===== config.mk =====
export PLATFORM = sky130hd
export DESIGN_NAME = rrop_result_port
export DESIGN_NICKNAME = d
export VERILOG_FILES = /design/src/rtl/rrop_pkg.sv /design/src/rtl/rrop_shift_if.sv /design/src/rtl/rrop_result_port.sv /design/src/rtl/rrop_shifter.sv
export VERILOG_INCLUDE_DIRS = /design/src /design/src/rtl
export SDC_FILE = /design/constraint.sdc
export NUM_CORES = 1
export LEC_CHECK = 0
export ABC_CLOCK_PERIOD_IN_PS = 2100
export BUFFER_PORTS_ARGS = -buffer_cell sky130_fd_sc_hd__buf_2
export CAP_MARGIN = 10
export CORE_MARGIN = 2
export CORE_UTILIZATION = 54
export CTS_CLUSTER_DIAMETER = 120
export DETAILED_ROUTE_END_ITERATION = 10
export HOLD_SLACK_MARGIN = 0.15
export MAX_ROUTING_LAYER = met4
export PLACE_DENSITY = 0.77
export SYNTH_ARGS = -nofsm -noshare
export SYNTH_HDL_FRONTEND = slang
export SYNTH_SLANG_ARGS = --single-unit

===== constraint.sdc =====
create_clock -name mclk -period 2.1 [get_ports mclk]
set_input_delay 0.42 -clock mclk [delete_from_list [all_inputs] [get_ports mclk]]
set_output_delay 0.42 -clock mclk [all_outputs]
set_load 0.005 [all_outputs]

===== src/rtl/rrop_defs.svh =====
// bit positions, reset values and timing counts for the result output port
`ifndef RROP_DEFS_SVH
`define RROP_DEFS_SVH

// ==========================================
// word layout
`define RROP_WORD_W 12
`define RROP_TOP_BIT 11
`define RROP_TEN_BIT 10
`define RROP_MID_HI 9
`define RROP_MID_LO 3
`define RROP_LOW_HI 2
`define RROP_LOW_LO 0
`define RROP_LAST_SHIFT 4'hB
`define RROP_WORD_RESET 12'h000

// ==========================================
// synchronised pin vector positions
`define RROP_PIN_W 6
`define RROP_PIN_SAMPLE 0
`define RROP_PIN_SEL 1
`define RROP_PIN_MODE 2
`define RROP_PIN_CS_N 3
`define RROP_PIN_RD_N 4
`define RROP_PIN_SCLK 5
`define RROP_PIN_RESET 6'h3F

// ==========================================
// charge pump timing
`define RROP_CRYSTAL_HZ 8192000
`define RROP_PUMP_HZ 204800
`define RROP_PUMP_HALF ((`RROP_CRYSTAL_HZ) / (2 * `RROP_PUMP_HZ))

`endif


===== src/rtl/rrop_pkg.sv =====
// types shared by the result output port modules
package rrop_pkg;
	typedef logic [11:0] rrop_word_type;
	typedef enum logic [1:0] {
		RROP_PARALLEL = 2'b01,
		RROP_SERIAL = 2'b10
	} rrop_mode_type;
endpackage


===== src/rtl/rrop_shift_if.sv =====
// link between the port control and the serial shifter
`timescale 1ns/1ps
`default_nettype none
interface rrop_shift_if;
	import rrop_pkg::*;
	logic load;
	logic advance;
	rrop_word_type word;
	logic bit_out;
	logic done;
	modport ctrl (output load, output advance, output word, input bit_out, input done);
	modport shifter (input load, input advance, input word, output bit_out, output done);
endinterface
`default_nettype wire


===== src/rtl/rrop_result_port.sv =====
// host facing result port: sample capture, parallel and serial readout, pump clock
`timescale 1ns/1ps
`default_nettype none
`include "rrop_defs.svh"
// Contract
// - falling sample strobe copies both integrators
// - select high angle, low speed
// - drivers on only with select and read low
// - respond only while chip select low
// - mode input high serial, low parallel
// - top pin bit eleven or serial out
// - bit ten pin becomes shift clock input
// - bits nine to zero gated three-state
// - read strobe edge frames serial transfer
// - pump output fixed square wave half duty
// - encoder output A driven continuously
// - pump frequency divided from device clock
module rrop_result_port #(
	parameter int PUMP_HALF = `RROP_PUMP_HALF
) (
	input wire logic mclk,
	input wire logic srst,
	input wire logic sample_strobe_n,
	input wire logic result_select,
	input wire logic serial_mode_select,
	input wire logic chip_select_n,
	input wire logic read_strobe_n,
	input wire rrop_pkg::rrop_word_type angle_integ,
	input wire rrop_pkg::rrop_word_type speed_integ,
	input wire logic enc_a_in,
	output logic top_bit_serial_out_o,
	output logic top_bit_serial_out_oe,
	input wire logic bit_ten_shift_clock_i,
	output logic bit_ten_shift_clock_o,
	output logic bit_ten_shift_clock_oe,
	output logic [6:0] result_bits_mid_o,
	output logic result_bits_mid_oe,
	output logic [2:0] result_bits_low_o,
	output logic result_bits_low_oe,
	output logic pump_drive_out,
	output logic enc_a_out
);
	import rrop_pkg::*;

	localparam int PW = $clog2(PUMP_HALF + 1);
	// cycles a pump level stands after its first cycle, for the delay checks
	localparam int PUMP_HOLD = PUMP_HALF - 1;

	// ==========================================
	// pin synchronisers; stage one feeds only stage two
	logic [`RROP_PIN_W-1:0] pin_s1_r;
	logic [`RROP_PIN_W-1:0] pin_s2_r;
	logic [`RROP_PIN_W-1:0] pin_d_r;
	wire logic [`RROP_PIN_W-1:0] pin_raw = {bit_ten_shift_clock_i, read_strobe_n,
		chip_select_n, serial_mode_select, result_select, sample_strobe_n};

	always_ff @(posedge mclk) begin
		if (srst) begin
			pin_s1_r <= `RROP_PIN_RESET;
			pin_s2_r <= `RROP_PIN_RESET;
			pin_d_r <= `RROP_PIN_RESET;
		end else begin
			pin_s1_r <= pin_raw;
			pin_s2_r <= pin_s1_r;
			pin_d_r <= pin_s2_r;
		end
	end

	// ==========================================
	// decoded pin levels and edges
	wire logic sample_fall = pin_d_r[`RROP_PIN_SAMPLE] && !pin_s2_r[`RROP_PIN_SAMPLE];
	wire logic sel_angle = pin_s2_r[`RROP_PIN_SEL];
	wire rrop_mode_type mode = pin_s2_r[`RROP_PIN_MODE] ? RROP_SERIAL : RROP_PARALLEL;
	wire logic is_serial = (mode == RROP_SERIAL);
	wire logic cs_act = !pin_s2_r[`RROP_PIN_CS_N];
	wire logic rd_act = !pin_s2_r[`RROP_PIN_RD_N];
	wire logic rd_fall = pin_d_r[`RROP_PIN_RD_N] && rd_act;
	wire logic sclk_fall = pin_d_r[`RROP_PIN_SCLK] && !pin_s2_r[`RROP_PIN_SCLK];
	wire logic out_en = cs_act && rd_act;

	// ==========================================
	// result registers: only a sample edge changes them
	rrop_word_type angle_r;
	rrop_word_type speed_r;

	always_ff @(posedge mclk) begin
		if (srst) begin
			angle_r <= `RROP_WORD_RESET;
			speed_r <= `RROP_WORD_RESET;
		end else if (sample_fall) begin
			angle_r <= angle_integ;
			speed_r <= speed_integ;
		end
	end

	wire rrop_word_type sel_word = sel_angle ? angle_r : speed_r;

	// ==========================================
	// serial shifter; host samples on rising, we move on falling
	rrop_shift_if sh ();
	assign sh.load = rd_fall && cs_act && is_serial;
	assign sh.advance = sclk_fall && cs_act && rd_act && is_serial;
	assign sh.word = sel_word;

	rrop_shifter u_shifter (
		.mclk(mclk),
		.srst(srst),
		.sh(sh.shifter)
	);

	// ==========================================
	// pin drive registers, next values decoded here
	wire logic top_nxt = is_serial ? sh.bit_out : sel_word[`RROP_TOP_BIT];
	wire logic ten_oe_nxt = out_en && !is_serial;

	always_ff @(posedge mclk) begin
		if (srst) begin
			top_bit_serial_out_o <= 1'b0;
			top_bit_serial_out_oe <= 1'b0;
			bit_ten_shift_clock_o <= 1'b0;
			bit_ten_shift_clock_oe <= 1'b0;
			result_bits_mid_o <= 7'h00;
			result_bits_mid_oe <= 1'b0;
			result_bits_low_o <= 3'h0;
			result_bits_low_oe <= 1'b0;
		end else begin
			top_bit_serial_out_o <= top_nxt;
			top_bit_serial_out_oe <= out_en;
			bit_ten_shift_clock_o <= sel_word[`RROP_TEN_BIT];
			bit_ten_shift_clock_oe <= ten_oe_nxt;
			result_bits_mid_o <= sel_word[`RROP_MID_HI:`RROP_MID_LO];
			result_bits_mid_oe <= out_en;
			result_bits_low_o <= sel_word[`RROP_LOW_HI:`RROP_LOW_LO];
			result_bits_low_oe <= out_en;
		end
	end

	// ==========================================
	// charge pump: fixed ratio of the device clock, so it
	// scales with whatever clock the system supplies
	logic [PW-1:0] pump_cnt_r;
	wire logic pump_wrap = (pump_cnt_r == PW'(PUMP_HALF - 1));

	always_ff @(posedge mclk) begin
		if (srst) begin
			pump_cnt_r <= '0;
			pump_drive_out <= 1'b0;
		end else begin
			pump_cnt_r <= pump_wrap ? '0 : pump_cnt_r + PW'(1);
			pump_drive_out <= pump_wrap ? !pump_drive_out : pump_drive_out;
		end
	end

	// ==========================================
	// encoder output A: free running, no host involvement
	always_ff @(posedge mclk) begin
		if (srst) begin
			enc_a_out <= 1'b0;
		end else begin
			enc_a_out <= enc_a_in;
		end
	end

	// ==========================================
	// checks
	a_sample_copies_both:
	assert property (@(posedge mclk) disable iff (srst)
		sample_fall |=> (angle_r == $past(angle_integ)) && (speed_r == $past(speed_integ)))
		else $error("sample edge did not capture integrators");
	a_results_hold:
	assert property (@(posedge mclk) disable iff (srst)
		!sample_fall |=> $stable(angle_r) && $stable(speed_r))
		else $error("result changed without a sample edge");
	a_select_angle_word:
	assert property (@(posedge mclk) disable iff (srst)
		(sel_angle && !is_serial && !sample_fall) |=> result_bits_mid_o == angle_r[9:3])
		else $error("select high did not present angle");
	a_drivers_gated:
	assert property (@(posedge mclk) disable iff (srst)
		(pin_s2_r[`RROP_PIN_CS_N] || pin_s2_r[`RROP_PIN_RD_N]) |=>
		!top_bit_serial_out_oe && !result_bits_mid_oe && !result_bits_low_oe &&
		!bit_ten_shift_clock_oe)
		else $error("driver enabled without chip select and read");
	a_pin_to_enable:
	assert property (@(posedge mclk) disable iff (srst)
		($fell(pin_s2_r[`RROP_PIN_CS_N]) && !pin_s2_r[`RROP_PIN_RD_N])
		|=> result_bits_mid_oe && result_bits_low_oe)
		else $error("low bits not enabled after chip select");
	a_ten_is_input:
	assert property (@(posedge mclk) disable iff (srst)
		is_serial |=> !bit_ten_shift_clock_oe)
		else $error("shift clock pin driven in serial mode");
	a_serial_msb_out:
	assert property (@(posedge mclk) disable iff (srst)
		sh.load ##1 is_serial |=> top_bit_serial_out_o == $past(sh.word[11], 2))
		else $error("serial frame did not start with msb");
	a_pump_half_period:
	assert property (@(posedge mclk) disable iff (srst)
		$rose(pump_drive_out) |-> ##PUMP_HOLD pump_drive_out ##1 !pump_drive_out)
		else $error("pump half period wrong");
	a_enc_follows:
	assert property (@(posedge mclk) disable iff (srst)
		##1 enc_a_out == $past(enc_a_in))
		else $error("encoder output not following");
	a_top_follows_word:
	assert property (@(posedge mclk) disable iff (srst)
		!is_serial |=> top_bit_serial_out_o == $past(sel_word[`RROP_TOP_BIT]))
		else $error("top pin not showing bit eleven in parallel mode");
	a_ten_follows_word:
	assert property (@(posedge mclk) disable iff (srst)
		!is_serial |=> bit_ten_shift_clock_o == $past(sel_word[`RROP_TEN_BIT]))
		else $error("bit ten pin not showing bit ten in parallel mode");
	a_low_bits_follow:
	assert property (@(posedge mclk) disable iff (srst)
		out_en |=> result_bits_low_o == $past(sel_word[`RROP_LOW_HI:`RROP_LOW_LO]))
		else $error("low pins not showing the selected word");
	a_select_speed_word:
	assert property (@(posedge mclk) disable iff (srst)
		(!sel_angle && !sample_fall) |=> result_bits_mid_o == speed_r[9:3])
		else $error("select low did not present speed");
	a_shift_needs_frame:
	assert property (@(posedge mclk) disable iff (srst)
		(!cs_act || !rd_act) |=> $stable(sh.bit_out))
		else $error("serial output moved outside a read frame");
	a_pump_low_half:
	assert property (@(posedge mclk) disable iff (srst)
		$fell(pump_drive_out) |-> ##PUMP_HOLD !pump_drive_out ##1 pump_drive_out)
		else $error("pump low half period wrong");
endmodule
`default_nettype wire


===== src/rtl/rrop_shifter.sv =====
// serial shifter for the selected result word
`timescale 1ns/1ps
`default_nettype none
`include "rrop_defs.svh"
module rrop_shifter (
	input wire logic mclk,
	input wire logic srst,
	rrop_shift_if.shifter sh
);
	import rrop_pkg::*;

	rrop_word_type shift_r;
	logic [3:0] cnt_r;
	wire logic at_end = (cnt_r == `RROP_LAST_SHIFT);

	// ==========================================
	// msb first, one bit per host clock; holds after the last bit
	always_ff @(posedge mclk) begin
		if (srst) begin
			shift_r <= `RROP_WORD_RESET;
			cnt_r <= 4'h0;
		end else if (sh.load) begin
			shift_r <= sh.word;
			cnt_r <= 4'h0;
		end else if (sh.advance && !at_end) begin
			shift_r <= {shift_r[10:0], 1'b0};
			cnt_r <= cnt_r + 4'h1;
		end
	end

	assign sh.bit_out = shift_r[`RROP_TOP_BIT];
	assign sh.done = at_end;

	// ==========================================
	// checks
	a_load_msb_first:
	assert property (@(posedge mclk) disable iff (srst)
		sh.load |=> (sh.bit_out == $past(sh.word[11])) && (cnt_r == 4'h0))
		else $error("shifter did not start at the msb");
	a_stop_after_twelve:
	assert property (@(posedge mclk) disable iff (srst)
		(at_end && !sh.load) |=> $stable(shift_r) && $stable(cnt_r))
		else $error("shifter ran past the last bit");
endmodule
`default_nettype wire


# Word level (Yosys, flattened, before mapping)
# Index checks and enable logic that the tools add are counted.
# word_totals
register_bits	79
in_bits	33
output_inout_bits	18
wordCells	47
# op_classes
n_addsub	2
n_eq_ne	3
mux	5
reduce_logical	21
# ops
op	count
$mux 12	3
$logic_and 1x1->1	11
$logic_not 1->1	7
$add 5x1->5 const B	1
$eq 5x5->1 const B	1
$add 4x1->4 const B	1
$eq 4x4->1 const B	1
$reduce_or 2->1	2
$eq 2x2->1 const B	1
$mux 2	1
$reduce_bool 2->1	1
$mux 1	1

# Depth between registers and ports, before layout
# logic_depth
ltp_word	8
ltp_mapped	5
ltp_nobuf	4

# Cells and area by module
# A second synthesis with hierarchy kept.
# hier_totals
cells_unflattened	305
hier_area_um2	2991.6
# by_module_without_submodules
module	n_inst	cells_per_inst	area_per_inst_um2	seq_area_each_um2
rrop_result_port	1	215	2177.1	1201.2
rrop_shifter	1	90	814.5	320.3

# Worst setup path after synthesis
# OpenSTA, ideal clock, no wires.
# synth_timing
path_kind	register to register
from	reg pin_s2_r[2]
to	reg u_shifter.shift_r[10]
setup_ns	0.088
arrival_ns	1.545
required_time_ns	2.012
setup_slack_ns	0.466
path_stages_with_launch	6
path_buffers	2
synth_period_minus_slack_ns	1.634
path_cell_list	dfxtp_1 or3b_1 buf_2 a2111o_1 buf_6 o32ai_2
# synth_via
elab_chain_cells	5
elab_cells_between_ends	7
cone_classes	1 x eq/ne; 2 x mux; 4 x reduce/logical
# synth_lines
element	line_no	rtl
start: declaration	rrop_result_port.sv:52	logic [`RROP_PIN_W-1:0] pin_s2_r;
start signal: assignment	rrop_result_port.sv:60	pin_s2_r <= `RROP_PIN_RESET;
start signal: assignment	rrop_result_port.sv:64	pin_s2_r <= pin_s1_r;
$mux 2 (*)	rrop_result_port.sv:73	wire rrop_mode_type mode = pin_s2_r[`RROP_PIN_MODE] ? RROP_SERIAL : RROP_PARALLEL;
$eq 2x2->1 (*)	rrop_result_port.sv:74	wire logic is_serial = (mode == RROP_SERIAL);
$logic_and 1x1->1	rrop_result_port.sv:102	assign sh.advance = sclk_fall && cs_act && rd_act && is_serial;
$logic_and 1x1->1	rrop_shifter.sv:25	end else if (sh.advance && !at_end) begin
$reduce_bool 2->1 (no line)	--	
end signal: assignment	rrop_shifter.sv:20	shift_r <= `RROP_WORD_RESET;
end signal: assignment	rrop_shifter.sv:23	shift_r <= sh.word;
end signal: assignment	rrop_shifter.sv:26	shift_r <= {shift_r[10:0], 1'b0};
end: declaration	rrop_shifter.sv:12	rrop_word_type shift_r;
# Mark *: on every way between the ends. The rest lies on a longest branch, timed or not.
# A chain may end at the register's enable or synchronous reset.

# Worst setup path in the final report
# layout_timing
from	reg u_shifter.cnt_r[0]
to	reg u_shifter.shift_r[8]
# layout_via
elab_chain_cells	4
# layout_lines
element	line_no	rtl
start: declaration	rrop_shifter.sv:13	logic [3:0] cnt_r;
start signal: assignment	rrop_shifter.sv:27	cnt_r <= cnt_r + 4'h1;
$eq 4x4->1 (no line)	--	
$logic_not 1->1	rrop_shifter.sv:25	
$logic_and 1x1->1	rrop_shifter.sv:25	
$reduce_bool 2->1 (no line)	--	
# Every way passes these cells.

==> results_dict.tcl <==
set metrics [dict create \
    status "completed" \
    postCtsSetupBuffers 0 \
    cts_buffers 9 \
    firstDrtPassIters 4 \
    fp.dieH_microns 77.3 \
    root_buffer "clkbuf_8" \
    vdd_drop_max_mv 0.522 \
    vias 2150 \
    cp_top_family "compound AO/OA/AOI/OAI gates" \
    start_util 0.565 \
    synth_warnings 0 \
    worstMarginPinSlew_ns 0.591 \
    async_reset_ff_frac 0 \
    dp.cells 414 \
    fin_tns_setup_ns 0 \
    final_cell_mix "dfxtp_1, nand2_1, buf_2" \
    cp_cell_sequence "ha_1 > nor4bb_1 > a2111o_1 > o32ai_2" \
    p_leak_nw 1.38 \
    ys_ff_latch 76 \
    worst-path-max-fanout 11 \
    top_layer_used "met4" \
    synth-edff-count 0 \
    slowest_stage "a2111o_1" \
    routedWlPerCell_microns 12.7 \
    critPathMaxStageDelay_ns 0.55 \
    postCtsHoldBufs 0 \
    rsz0062_at_grt "no" \
    slew_viol_final 0 \
    fmax_ghz 0.531 \
    h-tree-depth 3 \
    place.gp.congestion 0.773 \
    post-route-drc-count 0 \
    portBuffers 50 \
    numClockSinks 76 \
    hpwl_mm 3.67 \
    grt_pass1_vias 2077 \
    diodes 0 \
    cts_buffer_depth 2 \
    grt_overflow 0 \
    cts_tree "built" \
    max_slew_margin 0.600 \
    grt_pass1_wl_mm 9.18 \
    critPathBufInv 0 \
    hold_viol 0 \
    drt_iter0_markers 121 \
    final_common_cell "dfxtp_1" \
    min_path_type "input pin to flop" \
    drive_gt1_frac 0.308 \
    synth_area_sq_um 2900 \
    syn2layout_area_growth_pct 17.7 \
    num_rows 26 \
    hold_slack_ns 0.249 \
    synth_area_leaders "dfxtp_1, nand2_1, o32ai_2" \
    fin_cells 430 \
    yosysSeqAreaShare 0.524 \
    synth_top_area_cell "dfxtp_1" \
    multiInputGateArea_sq_um 1260 \
    met3RoutedLength_microns 235 \
    cp.arrival_ns 2.09 \
    p_per_area_nw_per_um2 833 \
    clock-skew-final_ns 0.00781 \
    start_kind "flop" \
    core_region_area_sq_um 5140 \
    synth_ff_type "dfxtp_1" \
    die_w_microns 77.3 \
    seq_area_sq_um 1520 \
    ios 51 \
    met1_length_mm 2.51 \
    finalSetupViolations 0 \
    ys_types 40 \
    drv_cap 0 \
    via_per_inst 5.00 \
    dieArea_sq_um 5980 \
    syn_area_per_cell_sq_um 9.39 \
    fin_crit_ns 1.88 \
    antenna_found_initial 0 \
    nets 390 \
    dr_wl_met2_mm 2.61 \
    fin_util 0.664 \
    track_usage 0.201 \
    nFillCells 441 \
    end_kind "flop" \
    post_cts_resized 0 \
    required_ns 2.31 \
    grt_max_degree 36 \
    antenna_left 0 \
    syn_inst 309 \
    path_class "flop to flop" \
    synth_nets 344 \
    synth.top_cell.area_share 0.524 \
    clk_pin_slew_worst_paths_ns 0.08 \
    routed_wl_mm 5.46 \
    clk_latency_ns 0.35 \
    finalCritPeriodShare 0.896 \
]
routing by layer:
| layer | global-route usage | vias to the layer above |
|---|---|---|
| met5 | - | - |
| li1 | - | 1124 |
| met1 | 0.242 | 980 |
| met4 | 0.107 | 0 |
| met3 | 0.0400 | 12 |
| met2 | 0.318 | 34 |
worst paths after layout:
| kind | from | to | slack (ns) | cells after the start |
|---|---|---|---|---|
| max | u_shifter.cnt_r[0] | u_shifter.shift_r[8] | 0.22 | 4 |
| min reg2reg | pin_s1_r[1] | pin_s2_r[1] | 0.41 | 1 |
| max reg2reg | u_shifter.cnt_r[0] | u_shifter.shift_r[8] | 0.22 | 4 |
| min | read_strobe_n | pin_s1_r[4] | 0.25 | 2 |
registers in the layout, indices dropped and copies added, names as in the netlist, 4 cells and up:
register and count:
speed_r 12, pin_s2_r 6, pump_cnt_r 5, u_shifter.cnt_r 4, u_shifter.shift_r 12, result_bits_mid_o 7, angle_r 12, pin_s1_r 6
synthesized netlist by cell type (all sizes together) (2+ instances only):
library cell	count
nand3	5
nand2b	2
nor4bb	2
o32ai	11
dfxtp	76
ha	2
nor2b	4
or2	15
mux2	11
o21ai	2
nor2	26
nor3	3
or4	2
a21oi	28
xnor2	2
mux2i	4
and3b	2
inv	3
clkbuf	17
and2	10
nand2	62
buf	6
per-stage QoR:
step / area [sq um] / worst slack [ns] / power (mW)
floorplan: 2900 / 0.466 / 1.62
global placement: 3200 / 0.314 / 1.67
detailed placement: 3200 / 0.226 / 1.67
CTS: 3410 / 0.210 / 2.86
global route: 3410 / 0.0911 / 2.94
finish: 3410 / 0.218 / 2.85
area by class of cell:
| class | instances | area share |
|---|---|---|
| flip-flops and latches | 76 | 0.446 |
| multi-input cells | 206 | 0.370 |
| repair buffers | 58 | 0.0909 |
| clock buffers | 11 | 0.0414 |
| well taps | 70 | 0.0257 |
| clock inverters | 5 | 0.0220 |
| inverters | 4 | 0.00440 |
cells by family after synthesis:
| family | count (synthesis) | share of synthesized area |
|---|---|---|
| AO/OA/AOI/OAI | 47 | 0.129 |
| buffers and inverters | 27 | 0.0418 |
| XOR/XNOR | 2 | 0.00604 |
| adder cells (fa/ha/maj) | 2 | 0.00862 |
| flip-flops | 76 | 0.524 |
| AND/OR/NAND/NOR | 140 | 0.234 |
| multiplexers | 15 | 0.0565 |
power by group:
part	internal [mW]	switching, mW	leakage, nW
sequential	1.48	0.0213	0.618
clock	0.696	0.508	0.113
combinational	0.0695	0.0722	0.652
total	2.24	0.602	1.38
Power figures use the tool's default switching activity.
